==> src/design/line_mode_pkg.sv <==
`default_nettype none
package line_mode_pkg;
    // register byte addresses
    localparam logic [7:0] ADDR_CONTROL = 8'h00;
    localparam logic [7:0] ADDR_MODE = 8'h04;
    localparam logic [7:0] ADDR_STATUS = 8'h08;
    localparam logic [7:0] ADDR_HOLD = 8'h0c;
    localparam logic [7:0] ADDR_RATIO = 8'h10;
    localparam logic [7:0] ADDR_IRFILT = 8'h14;
    // line mode select values
    localparam logic [3:0] LINE_RS485 = 4'h1;
    localparam logic [3:0] LINE_MODEM = 4'h3;
    localparam logic [3:0] LINE_ISO_T0 = 4'h4;
    localparam logic [3:0] LINE_ISO_T1 = 4'h5;
    localparam logic [3:0] LINE_IR = 4'h8;
    // control register command bits
    localparam int CMD_CLR_NACK = 0;
    localparam int CMD_CLR_REPEAT = 1;
    localparam int CMD_DTR_OFF = 2;
    localparam int CMD_DTR_ON = 3;
    localparam int CMD_CLR_PARITY = 4;
    // status bit positions
    localparam int ST_RECEIVE_READY_FLAG = 0;
    localparam int ST_PARITY = 1;
    localparam int ST_NACK = 2;
    localparam int ST_REPEAT = 3;
    localparam int ST_TRANSMITTER_EMPTY_FLAG = 4;
    localparam int ST_CHANGE = 8;
    localparam int ST_LEVEL = 12;
    // clock ratio reset value and infrared pulse fraction 3/16
    localparam logic [10:0] RATIO_RESET = 11'h174;
    localparam int IR_PULSE_NUM = 3;
    localparam int IR_PULSE_SHIFT = 4;
    // pin vector order
    localparam int PIN_RXD = 0;
    localparam int PIN_CTS = 1;
    localparam int NPINS = 5;

    typedef enum logic [1:0] {
        CH_NORMAL, CH_ECHO, CH_LOCAL, CH_REMOTE
    } chmode_t;

    typedef struct packed {
        logic [2:0] max_iter;
        logic limit_successive_nack;
        logic nack_inhibit;
        chmode_t chmode;
        logic [3:0] line;
    } mode_t;
endpackage : line_mode_pkg
`default_nettype wire

==> src/design/usart_line_mode.sv <==
// Summary of operation
// - inhibit set: no NACK, set flag
// - clear nack flag command clears flag
// - inhibited bad char stored, no ready
// - NACKed char resent up to limit
// - count reaching limit sets repeat flag
// - acknowledge stops repeats, clears counter
// - clear repeat command clears repeat flag
// - NACK limit reached: accept, ack, flag
// - T=1 parity generated, checked, flagged
// - mode 0x8 enables infrared path
// - zero bit is 3/16 bit pulse
// - 8-bit filter counts after falling edge
// - filter expiry drives receiver low
// - RS485 drives RTS as not empty
// - modem mode drives DTR, RTS, monitors
// - terminal ready commands force DTR
// - input change sets flag, read clears
// - CTS high stops after current char
// - echo forwards receive pin to transmit
// - local loopback: tx feeds rx, pin high
// - remote loopback: pin routed, engines off
// - T=0 is 0x4, T=1 is 0x5
// - T=0 parity error NACKs guard time
`timescale 1ns/100ps
`default_nettype none
module usart_line_mode (
    input wire logic pclk,
    input wire logic presetn,
    input wire logic psel,
    input wire logic penable,
    input wire logic pwrite,
    input wire logic [7:0] paddr,
    input wire logic [31:0] pwdata,
    output logic [31:0] prdata,
    output logic pready,
    output logic pslverr,
    input wire logic rxd_pin,
    input wire logic cts_pin,
    input wire logic dcd_pin,
    input wire logic dsr_pin,
    input wire logic ri_pin,
    output logic txd_o,
    output logic txd_oe,
    output logic rts_o,
    output logic dtr_o,
    input wire logic bit_tick,
    input wire logic tx_serial,
    input wire logic tx_busy,
    input wire logic tx_empty,
    input wire logic [7:0] tx_char,
    input wire logic tx_guard_sample,
    input wire logic rx_char_valid,
    input wire logic [7:0] rx_char,
    input wire logic rx_parity_bit,
    output logic rx_serial,
    output logic tx_enable,
    output logic rx_enable,
    output logic tx_repeat,
    output logic tx_parity
);
    ////////////////////////////////////////////////////////////////////
    // pin synchronisers: level moves once stages two and three agree
    logic [2:0] sync_reg [line_mode_pkg::NPINS];
    logic [line_mode_pkg::NPINS-1:0] lvl_reg;
    logic [line_mode_pkg::NPINS-1:0] lvl_prev_reg;
    logic [line_mode_pkg::NPINS-1:0] pins;
    assign pins = {ri_pin, dsr_pin, dcd_pin, cts_pin, rxd_pin};

    genvar gi;
    generate
        for (gi = 0; gi < line_mode_pkg::NPINS; gi++) begin : g_sync
            always_ff @(posedge pclk or negedge presetn) begin
                if (!presetn) begin
                    sync_reg[gi] <= 3'b111;
                    lvl_reg[gi] <= 1'b1;
                    lvl_prev_reg[gi] <= 1'b1;
                end else begin
                    sync_reg[gi] <= {sync_reg[gi][1:0], pins[gi]};
                    if (sync_reg[gi][1] == sync_reg[gi][2]) begin
                        lvl_reg[gi] <= sync_reg[gi][2];
                    end
                    lvl_prev_reg[gi] <= lvl_reg[gi];
                end
            end
        end
    endgenerate

    logic rxd_lvl;
    logic [3:0] mdm_change;
    assign rxd_lvl = lvl_reg[line_mode_pkg::PIN_RXD];
    assign mdm_change = lvl_reg[4:1] ^ lvl_prev_reg[4:1];

    ////////////////////////////////////////////////////////////////////
    // apb slave, no wait state: pready rises in the first access cycle
    line_mode_pkg::mode_t mode_reg;
    logic [10:0] ratio_reg;
    logic [7:0] irfilt_reg;
    logic [7:0] hold_reg;
    logic [31:0] status;
    logic [31:0] rdata;
    logic hit;
    logic setup;
    logic access;
    logic wr_ctl;
    logic rd_status;
    logic rd_hold;
    logic [31:0] cmd;

    assign setup = psel & ~penable;
    assign access = psel & penable & pready;
    assign wr_ctl = access & pwrite &
        (paddr == line_mode_pkg::ADDR_CONTROL);
    assign rd_status = access & ~pwrite &
        (paddr == line_mode_pkg::ADDR_STATUS);
    assign rd_hold = access & ~pwrite &
        (paddr == line_mode_pkg::ADDR_HOLD);
    assign cmd = wr_ctl ? pwdata : 32'h0000_0000;

    always_comb begin
        hit = 1'b1;
        case (paddr)
            line_mode_pkg::ADDR_CONTROL: rdata = 32'h0000_0000;
            line_mode_pkg::ADDR_MODE: rdata = {21'h0, mode_reg};
            line_mode_pkg::ADDR_STATUS: rdata = status;
            line_mode_pkg::ADDR_HOLD: rdata = {24'h0, hold_reg};
            line_mode_pkg::ADDR_RATIO: rdata = {21'h0, ratio_reg};
            line_mode_pkg::ADDR_IRFILT: rdata = {24'h0, irfilt_reg};
            default: begin
                rdata = 32'h0000_0000;
                hit = 1'b0;
            end
        endcase
    end

    always_ff @(posedge pclk or negedge presetn) begin
        if (!presetn) begin
            pready <= 1'b0;
            pslverr <= 1'b0;
            prdata <= 32'h0000_0000;
        end else begin
            pready <= setup;
            pslverr <= setup & ~hit;
            if (setup) begin
                prdata <= pwrite ? 32'h0000_0000 : rdata;
            end
        end
    end

    always_ff @(posedge pclk or negedge presetn) begin
        if (!presetn) begin
            mode_reg <= '0;
            ratio_reg <= line_mode_pkg::RATIO_RESET;
            irfilt_reg <= 8'h00;
        end else if (access & pwrite) begin
            case (paddr)
                line_mode_pkg::ADDR_MODE: mode_reg <= pwdata[10:0];
                line_mode_pkg::ADDR_RATIO: ratio_reg <= pwdata[10:0];
                line_mode_pkg::ADDR_IRFILT: irfilt_reg <= pwdata[7:0];
                default: ;
            endcase
        end
    end

    ////////////////////////////////////////////////////////////////////
    // mode decode
    logic iso_t0;
    logic iso;
    logic ir;
    logic normal;
    assign iso_t0 = mode_reg.line == line_mode_pkg::LINE_ISO_T0;
    assign iso = iso_t0 |
        (mode_reg.line == line_mode_pkg::LINE_ISO_T1);
    assign ir = mode_reg.line == line_mode_pkg::LINE_IR;
    assign normal = mode_reg.chmode == line_mode_pkg::CH_NORMAL;

    ////////////////////////////////////////////////////////////////////
    // receive side: parity, nack, holding register
    logic receive_ready_flag_reg;
    logic parity_reg;
    logic nack_flag_reg;
    logic repeat_flag_reg;
    logic [2:0] nack_cnt_reg;
    logic nack_pend_reg;
    logic nack_drive_reg;
    logic bad;
    logic bad_t0;
    logic lim_hit;
    logic nack_send;
    logic accept;
    logic rep_set;

    assign bad = rx_char_valid & ((^rx_char) ^ rx_parity_bit);
    assign bad_t0 = bad & iso_t0;
    assign lim_hit = mode_reg.limit_successive_nack &
        (mode_reg.max_iter != 3'd0) & (nack_cnt_reg == mode_reg.max_iter);
    assign nack_send = bad_t0 & ~mode_reg.nack_inhibit & ~lim_hit;
    assign accept = rx_char_valid & ~nack_send;

    always_ff @(posedge pclk or negedge presetn) begin
        if (!presetn) begin
            hold_reg <= 8'h00;
            receive_ready_flag_reg <= 1'b0;
        end else begin
            if (accept) begin
                hold_reg <= rx_char;
            end
            if (accept & ~(bad_t0 & mode_reg.nack_inhibit)) begin
                receive_ready_flag_reg <= 1'b1;
            end else if (rd_hold) begin
                receive_ready_flag_reg <= 1'b0;
            end
        end
    end

    always_ff @(posedge pclk or negedge presetn) begin
        if (!presetn) begin
            parity_reg <= 1'b0;
            nack_flag_reg <= 1'b0;
        end else begin
            if (bad) begin
                parity_reg <= 1'b1;
            end else if (cmd[line_mode_pkg::CMD_CLR_PARITY]) begin
                parity_reg <= 1'b0;
            end
            if (bad_t0 & mode_reg.nack_inhibit) begin
                nack_flag_reg <= 1'b1;
            end else if (cmd[line_mode_pkg::CMD_CLR_NACK]) begin
                nack_flag_reg <= 1'b0;
            end
        end
    end

    // nack occupies the bit period after the next bit tick
    always_ff @(posedge pclk or negedge presetn) begin
        if (!presetn) begin
            nack_cnt_reg <= 3'd0;
            nack_pend_reg <= 1'b0;
            nack_drive_reg <= 1'b0;
        end else begin
            if (nack_send) begin
                nack_cnt_reg <= nack_cnt_reg + 3'd1;
                nack_pend_reg <= 1'b1;
            end else if (accept) begin
                nack_cnt_reg <= 3'd0;
            end
            if (bit_tick) begin
                nack_drive_reg <= nack_pend_reg & ~nack_send;
                if (!nack_send) begin
                    nack_pend_reg <= 1'b0;
                end
            end
        end
    end

    ////////////////////////////////////////////////////////////////////
    // transmit repetition on nack seen in the guard time
    logic [2:0] rep_cnt_reg;
    logic nack_seen;
    logic can_rep;
    assign nack_seen = tx_guard_sample & iso_t0 & ~rxd_lvl;
    assign can_rep = mode_reg.max_iter != 3'd0 &&
        rep_cnt_reg < mode_reg.max_iter;
    assign rep_set = (bad_t0 & lim_hit) |
        (nack_seen & can_rep &&
        rep_cnt_reg + 3'd1 == mode_reg.max_iter);

    always_ff @(posedge pclk or negedge presetn) begin
        if (!presetn) begin
            rep_cnt_reg <= 3'd0;
            tx_repeat <= 1'b0;
            repeat_flag_reg <= 1'b0;
        end else begin
            tx_repeat <= nack_seen & can_rep;
            if (nack_seen & can_rep) begin
                rep_cnt_reg <= rep_cnt_reg + 3'd1;
            end else if (tx_guard_sample) begin
                rep_cnt_reg <= 3'd0;
            end
            if (rep_set) begin
                repeat_flag_reg <= 1'b1;
            end else if (cmd[line_mode_pkg::CMD_CLR_REPEAT]) begin
                repeat_flag_reg <= 1'b0;
            end
        end
    end

    ////////////////////////////////////////////////////////////////////
    // modem lines
    logic [3:0] chg_reg;
    always_ff @(posedge pclk or negedge presetn) begin
        if (!presetn) begin
            chg_reg <= 4'h0;
            dtr_o <= 1'b1;
            rts_o <= 1'b1;
            tx_enable <= 1'b1;
            tx_parity <= 1'b0;
        end else begin
            chg_reg <= mdm_change | (rd_status ? 4'h0 : chg_reg);
            if (cmd[line_mode_pkg::CMD_DTR_OFF]) begin
                dtr_o <= 1'b1;
            end else if (cmd[line_mode_pkg::CMD_DTR_ON]) begin
                dtr_o <= 1'b0;
            end
            if (mode_reg.line == line_mode_pkg::LINE_RS485) begin
                rts_o <= ~tx_empty;
            end else begin
                rts_o <= mode_reg.line != line_mode_pkg::LINE_MODEM;
            end
            if (mode_reg.chmode == line_mode_pkg::CH_REMOTE) begin
                tx_enable <= 1'b0;
            end else if (mode_reg.line == line_mode_pkg::LINE_MODEM &&
                    lvl_reg[line_mode_pkg::PIN_CTS]) begin
                tx_enable <= tx_enable & tx_busy;
            end else begin
                tx_enable <= 1'b1;
            end
            tx_parity <= ^tx_char;
        end
    end

    assign status = {16'h0, lvl_reg[4:1], chg_reg, 3'h0, tx_empty,
        repeat_flag_reg, nack_flag_reg, parity_reg, receive_ready_flag_reg};

    ////////////////////////////////////////////////////////////////////
    // infrared modulator and demodulator
    logic [10:0] pulse_cnt_reg;
    logic [10:0] low_cnt_reg;
    logic [7:0] filt_reg;
    logic filt_run_reg;
    logic [10:0] pulse_len;
    logic [13:0] pulse_prod;
    logic ir_in;
    assign pulse_prod = {3'h0, ratio_reg} * 14'(line_mode_pkg::IR_PULSE_NUM);
    assign pulse_len = 11'(pulse_prod >> line_mode_pkg::IR_PULSE_SHIFT);
    assign ir_in = low_cnt_reg == 11'd0;

    always_ff @(posedge pclk or negedge presetn) begin
        if (!presetn) begin
            pulse_cnt_reg <= 11'd0;
        end else if (bit_tick & ~tx_serial) begin
            pulse_cnt_reg <= pulse_len;
        end else if (pulse_cnt_reg != 11'd0) begin
            pulse_cnt_reg <= pulse_cnt_reg - 11'd1;
        end
    end

    // a rising edge resets the filter; expiry opens a bit-long low
    always_ff @(posedge pclk or negedge presetn) begin
        if (!presetn) begin
            filt_reg <= 8'h00;
            filt_run_reg <= 1'b0;
            low_cnt_reg <= 11'd0;
        end else begin
            if (rxd_lvl & ~lvl_prev_reg[line_mode_pkg::PIN_RXD]) begin
                filt_reg <= irfilt_reg;
                filt_run_reg <= 1'b0;
            end else if (~rxd_lvl & lvl_prev_reg[line_mode_pkg::PIN_RXD]) begin
                filt_reg <= irfilt_reg;
                filt_run_reg <= 1'b1;
            end else if (filt_run_reg) begin
                if (filt_reg == 8'h00) begin
                    filt_run_reg <= 1'b0;
                end else begin
                    filt_reg <= filt_reg - 8'h01;
                end
            end
            if (filt_run_reg && filt_reg == 8'h00) begin
                low_cnt_reg <= ratio_reg;
            end else if (low_cnt_reg != 11'd0) begin
                low_cnt_reg <= low_cnt_reg - 11'd1;
            end
        end
    end

    ////////////////////////////////////////////////////////////////////
    // line routing by channel mode
    always_ff @(posedge pclk or negedge presetn) begin
        if (!presetn) begin
            txd_o <= 1'b1;
            txd_oe <= 1'b1;
            rx_serial <= 1'b1;
            rx_enable <= 1'b1;
        end else begin
            rx_enable <= mode_reg.chmode != line_mode_pkg::CH_REMOTE;
            txd_oe <= ~iso | ~normal | tx_busy | nack_drive_reg;
            case (mode_reg.chmode)
                line_mode_pkg::CH_ECHO, line_mode_pkg::CH_REMOTE: begin
                    txd_o <= rxd_lvl;
                    rx_serial <= mode_reg.chmode == line_mode_pkg::CH_ECHO
                        ? rxd_lvl : 1'b1;
                end
                line_mode_pkg::CH_LOCAL: begin
                    txd_o <= 1'b1;
                    rx_serial <= tx_serial;
                end
                default: begin
                    if (ir) begin
                        txd_o <= pulse_cnt_reg != 11'd0;
                        rx_serial <= ir_in;
                    end else begin
                        txd_o <= tx_serial & ~(iso_t0 & nack_drive_reg);
                        rx_serial <= rxd_lvl;
                    end
                end
            endcase
        end
    end
endmodule : usart_line_mode
`default_nettype wire

==> config.mk <==
export PLATFORM = sky130hd
export DESIGN_NAME = usart_line_mode
export DESIGN_NICKNAME = d
export VERILOG_FILES = /design/src/design/line_mode_pkg.sv /design/src/design/usart_line_mode.sv
export SDC_FILE = /design/constraint.sdc
export NUM_CORES = 1
export LEC_CHECK = 0
export BUFFER_PORTS_ARGS = -buffer_cell sky130_fd_sc_hd__buf_2
export CAP_MARGIN = 20
export CORE_UTILIZATION = 29
export CTS_CLUSTER_SIZE = 28
export DETAILED_ROUTE_END_ITERATION = 8
export PLACE_DENSITY = 0.5
export RECOVER_POWER = 25
export SYNTH_ARGS = -nofsm -noshare
export SYNTH_HDL_FRONTEND = slang
export SYNTH_SLANG_ARGS = --single-unit
==> constraint.sdc <==
create_clock -name pclk -period 4.7 [get_ports pclk]
set_input_delay 0.235 -clock pclk [delete_from_list [all_inputs] [get_ports pclk]]
set_output_delay 0.235 -clock pclk [all_outputs]
set_load 0.005 [all_outputs]
# After elaboration in Yosys (flattened, before gate mapping)
# Index checks and enable logic that the tools add are counted.
# word_totals
reg_bits	153
word_cells	200
# op_classes
add_sub_neg	5
multipliers	1
n_lt_le_gt_ge	1
eq_ne	23
n_mux	42
bitwise	51
reduce_logical	29
# ops
cell	count
case mux 16 bit (5 select lines)	1
two-way mux 11 bit	4
two-way mux 32 bit	1
two-way mux 8 bit	4
bitwise AND 1 bit	29
two-way mux 1 bit	24
nonzero test 11 bit	2
subtractor 11 x 1 -> 11 bit (second input constant)	2
nonzero test 2 bit	9
== test 8 x 4 -> 1 bit (second input constant)	2
== test 8 x 5 -> 1 bit (second input constant)	2
zero test 8 bit	2
XOR reduction 8 bit	2
inverter 1 bit	14
multiplier 11 x 2 -> 13 bit (second input constant)	1
two-way mux 3 bit	4
zero test 11 bit	1
== test 4 x 3 -> 1 bit (second input constant)	2
== test 8 x 3 -> 1 bit (second input constant)	1
AND reduction 2 bit	4
subtractor 8 x 1 -> 8 bit (second input constant)	1
adder 3 x 1 -> 3 bit (second input constant)	2
== test 3 bit	2
nonzero test 3 bit	2
other kinds (21)	34

# Longest topological paths before layout
# logic_depth
depth_word	10
depth_mapped	8

# Least setup slack after synthesis
# Ideal clock, no wire load.
# synth_path
path_kind	reg2reg
from	reg lvl_reg, in the netlist rxd_lvl
to	reg filt_reg[6]
arrival_time_ns	1.993
slack_ns	2.624
stages_incl_launch_ff	9
n_path_buf	2
path_cell_list	dfstp_2 > inv_1 > ha_1 > or2_2 > clkbuf_1 > o21ai_1 > clkbuf_1 > o21ai_0 > o21ai_0
# synth_between
elab_chain_len	4
word_cells_on_any_way	8
# synth_rtl
element	line_no	source
from (decl)	usart_line_mode.sv:65	logic [line_mode_pkg::NPINS-1:0] lvl_reg;
from (signal, indexed assignment)	usart_line_mode.sv:81	lvl_reg[gi] <= sync_reg[gi][2];
inverter 1 bit	usart_line_mode.sv:358	end else if (~rxd_lvl & lvl_prev_reg[line_mode_pkg::PIN_RXD]) begin
bitwise AND 1 bit	usart_line_mode.sv:358	
inequality test 3 bit (no source line) (tied with other cells)	-	
AND reduction 2 bit (no source line) or two-way mux 8 bit (tied branches)	-	
to (signal assigned)	usart_line_mode.sv:356	filt_reg <= irfilt_reg;
to (signal assigned)	usart_line_mode.sv:359	filt_reg <= irfilt_reg;
to (signal assigned)	usart_line_mode.sv:365	filt_reg <= filt_reg - 8'h01;
to (decl)	usart_line_mode.sv:329	logic [7:0] filt_reg;
# Several ways; a longest one is shown, not always the timed one.
# A chain may end at the register's enable or synchronous reset.

==> out/metrics.csv <==
metric,value,unit
final max-slew violation count,97,
largest net degree at the start of global routing,97,
slowest cell delay on critical path,1660,ps
number of diodes,0,
worst vdd rail ir drop,0.2371,mV
max FFs per register,16,
Worst Clk Skew,9.189,ps
Critical Path Sink Type,asynchronous set/reset pin,
top achievable clock speed,367.5,MHz
routed wire length,17.08,mm
first-pass GRT wire length,26.80,mm
YS warnings,0,
residual overflow from global routing,0,
setup TNS after final layout,0,ps
Floorplan Core Area,23470,µm²
"Cell Chain, Critical Path",dlygate4sd3_1 -> clkbuf_2 -> buf_4,
power per unit of standard cell area,422.8,nW/µm²
Post-layout nets,830,
type of the worst min-delay path,primary input to register,
CTS Sinks,137,
utilization after layout,35.22,%
violations in the final reports,"max-capacitance violations, max-slew violations",
area added between synthesis and finish,18.98,%
setup repair after global routing missed its margin,no,
synthesized netlist cell count,648,
gp weighted congestion,0.7750,
starting density of the core,29.60,%
GR Util All Layers,14.68,%
number of flops mapped to enable cells by yosys,0,
final critical-path share of the clock period,57.90,%
initial antenna violation count,0,
number of buffers on the longest clock path,2,
drt first-iter violations,358,
CTS HTree Levels,4,
path type of the worst setup path,primary input to asynchronous set/reset pin,
proportion of register bits with asynchronous set or reset after synthesis,100.0,%
layout cell share with drive strength beyond 1,26.01,%
post-CTS setup buffer count,0,
buffers added on ports,78,
worst-margin pin slew,2429,ps
first drt pass iteration count,5,
number of storage elements in the synthesis netlist,137,
MaxCap Viol Count,1,
area of the die,24580,µm²
part of the Yosys area used for sequential elements,50.01,%
routed via count,4952,
clock tree from TritonCTS,yes,
Chip Width,156.8,µm
cell type of the slowest stage on the worst timing path,sky130_fd_sc_hd__clkbuf_2,
sort of element at the start of the critical path,primary input,
total CTS buffers,17,
final-report setup violation count,0,
number of hold violations in the final report,0,
Hold Slack,31.85,ps
Final HPWL DP,12.56,mm
highest fanout seen on the critical path,96,
post-synthesis instance area,6948,µm²
run status,finished with violations,
I/O Pins,116,
vertical die dimension,156.8,µm
leakage power,0.003671,µW
vias in the first global route,4778,
cell chosen for the clock root,sky130_fd_sc_hd__clkbuf_16,
mean instance size in the synthesized netlist,10.72,µm²
num rows,56,
predominant post-synthesis flop cell,sky130_fd_sc_hd__dfrtp_1,
clock insertion delay at the later pin of the skew report,420,ps
critical path data arrival time,3240,ps
clock period minus worst slack,2721,ps
routed vias/inst,4.650,
remaining antenna violation count after routing,0,
Avg WL per Cell,16.04,µm
Critical Path RT,5220,ps
drt drc,0,
number of different library cells in the post-synthesis netlist,67,
Slew HR,-61.91,%
clock transition at the registers of the reported paths,60,ps
total of cells resized after clock tree synthesis,0,
-- placed cells by master, fill, tap and decap left out, types with 4 or more instances in the layout --
master and n:
sky130_fd_sc_hd__inv_1 27, sky130_fd_sc_hd__clkbuf_16 19, sky130_fd_sc_hd__nand2b_1 6, sky130_fd_sc_hd__nand3_1 10, sky130_fd_sc_hd__xnor2_1 29, sky130_fd_sc_hd__a21oi_1 33, sky130_fd_sc_hd__a22oi_1 17, sky130_fd_sc_hd__a22o_1 8
sky130_fd_sc_hd__dfstp_1 9, sky130_fd_sc_hd__clkbuf_1 9, sky130_fd_sc_hd__inv_6 5, sky130_fd_sc_hd__inv_8 6, sky130_fd_sc_hd__buf_2 68, sky130_fd_sc_hd__nand4_1 5, sky130_fd_sc_hd__nand2_1 63, sky130_fd_sc_hd__dlygate4sd3_1 6
sky130_fd_sc_hd__mux2_4 8, sky130_fd_sc_hd__mux2_2 34, sky130_fd_sc_hd__or3_1 5, sky130_fd_sc_hd__xor2_1 15, sky130_fd_sc_hd__nor2b_1 7, sky130_fd_sc_hd__dfrtp_1 100, sky130_fd_sc_hd__o21ai_0 47, sky130_fd_sc_hd__ha_1 24
sky130_fd_sc_hd__conb_1 16, sky130_fd_sc_hd__o31ai_1 8, sky130_fd_sc_hd__dfstp_2 28, sky130_fd_sc_hd__nor3_1 14, sky130_fd_sc_hd__maj3_1 5, sky130_fd_sc_hd__o22ai_1 4, sky130_fd_sc_hd__nor2_1 42
-- worst max-delay path: cells and delay by family --
| kind | cells | cell delay (ps) |
|---|---|---|
| buffers and inverters | 3 | 2900 |
-- final timing paths --
kind / startpoint / to / slack (ps) / depth (start not counted)
worst max register to register: rxd_lvl$_DFFE_PN1N_ / filt_reg[5]$_DFFE_PN0P_ / 2030 / 6
worst max-delay path: presetn / sync_reg[14]$_DFF_PN1_ / 1980 / 3
worst min register to register: sync_reg[6]$_DFF_PN1_ / sync_reg[7]$_DFF_PN1_ / 360 / 0
min in group asynchronous: presetn / pulse_cnt_reg[10]$_DFFE_PN0P_ / 1070 / 2
max in group pclk: rxd_lvl$_DFFE_PN1N_ / filt_reg[5]$_DFFE_PN0P_ / 2030 / 6
worst min-delay path: tx_guard_sample / rep_cnt_reg[0]$_DFFE_PN0P_ / 30 / 2
-- cells in the mapped netlist, types with 4 or more instances --
library cell / count / area share [%]
sky130_fd_sc_hd__dfrtp_1: 100 / 36
sky130_fd_sc_hd__nor2b_1: 7 / 0.63
sky130_fd_sc_hd__o31ai_1: 8 / 0.86
sky130_fd_sc_hd__mux2_2: 34 / 5.5
sky130_fd_sc_hd__nand2_1: 63 / 3.4
sky130_fd_sc_hd__mux2_4: 8 / 1.7
sky130_fd_sc_hd__nor3_1: 14 / 1.0
sky130_fd_sc_hd__or3_1: 5 / 0.45
sky130_fd_sc_hd__clkbuf_1: 14 / 0.76
sky130_fd_sc_hd__a22o_1: 8 / 1.0
sky130_fd_sc_hd__xnor2_1: 29 / 3.7
sky130_fd_sc_hd__o22ai_1: 4 / 0.36
sky130_fd_sc_hd__ha_1: 24 / 4.3
sky130_fd_sc_hd__inv_1: 27 / 1.5
sky130_fd_sc_hd__buf_4: 17 / 1.8
sky130_fd_sc_hd__a21oi_1: 33 / 2.4
sky130_fd_sc_hd__nor2_1: 42 / 2.3
sky130_fd_sc_hd__maj3_1: 5 / 0.72
sky130_fd_sc_hd__dfstp_2: 37 / 14
sky130_fd_sc_hd__o21ai_0: 47 / 3.4
sky130_fd_sc_hd__nand3_1: 10 / 0.72
sky130_fd_sc_hd__xor2_1: 15 / 1.9
sky130_fd_sc_hd__a22oi_1: 17 / 1.8
sky130_fd_sc_hd__nand4_1: 5 / 0.45
sky130_fd_sc_hd__nand2b_1: 6 / 0.54
-- kinds of logic after synthesis --
group | after synthesis | share of synthesized area, %
AOI/OAI and AO/OA | 142 | 12.84
adders and majority gates | 29 | 5.042
and+or+nand+nor | 189 | 14.39
other | 1 | 0.05397
DFF | 137 | 50.01
muxes | 44 | 7.528
buffers and inverters | 61 | 4.268
xor gates and xnor gates | 45 | 5.871
-- power by group --
part	switching, µW	total, µW	internal, µW	leakage [µW]
combinational	362	649	287	0.00170
clock	599	1370	774	0.000304
sequential	137	1470	1340	0.00167
-- per-stage QoR --
stage	total power, µW	instances	area [µm²]	setup slack, ps
after global placement	2135	1027	7612	2083
after global routing	3695	1065	8267	1392
after floorplan	1957	663	7004	2624
after CTS	3542	1065	8284	2094
after detailed placement	2145	1027	7612	2033
final	3495	1065	8267	1979
-- layout make-up --
type                       count  area, µm²
clock buffer                  19      475.5
multi-input combinational    465       3233
sequential                   137       3475
clock inverter                13      136.4
tap                          319      399.1
fill                        2350      15210
inverter                      27      101.3
timing repair buffer          85      446.7
-- repair_timing --
action | 4_1_cts | 5_1_grt
hold endpoints to repair | 69 | 0
hold buffers | 6 | 0
endpoints found under the setup margin | 0 | 0
-- routing by layer --
metal  up-vias  wire [µm]  GRT usage, %
met4         0        210         4.669
met1      2383       8097         19.52
met3        12        711         3.572
li1       2448          -             -
met2       109       8064         23.32
met5         -          0             0
Power figures use the tool's default switching activity.
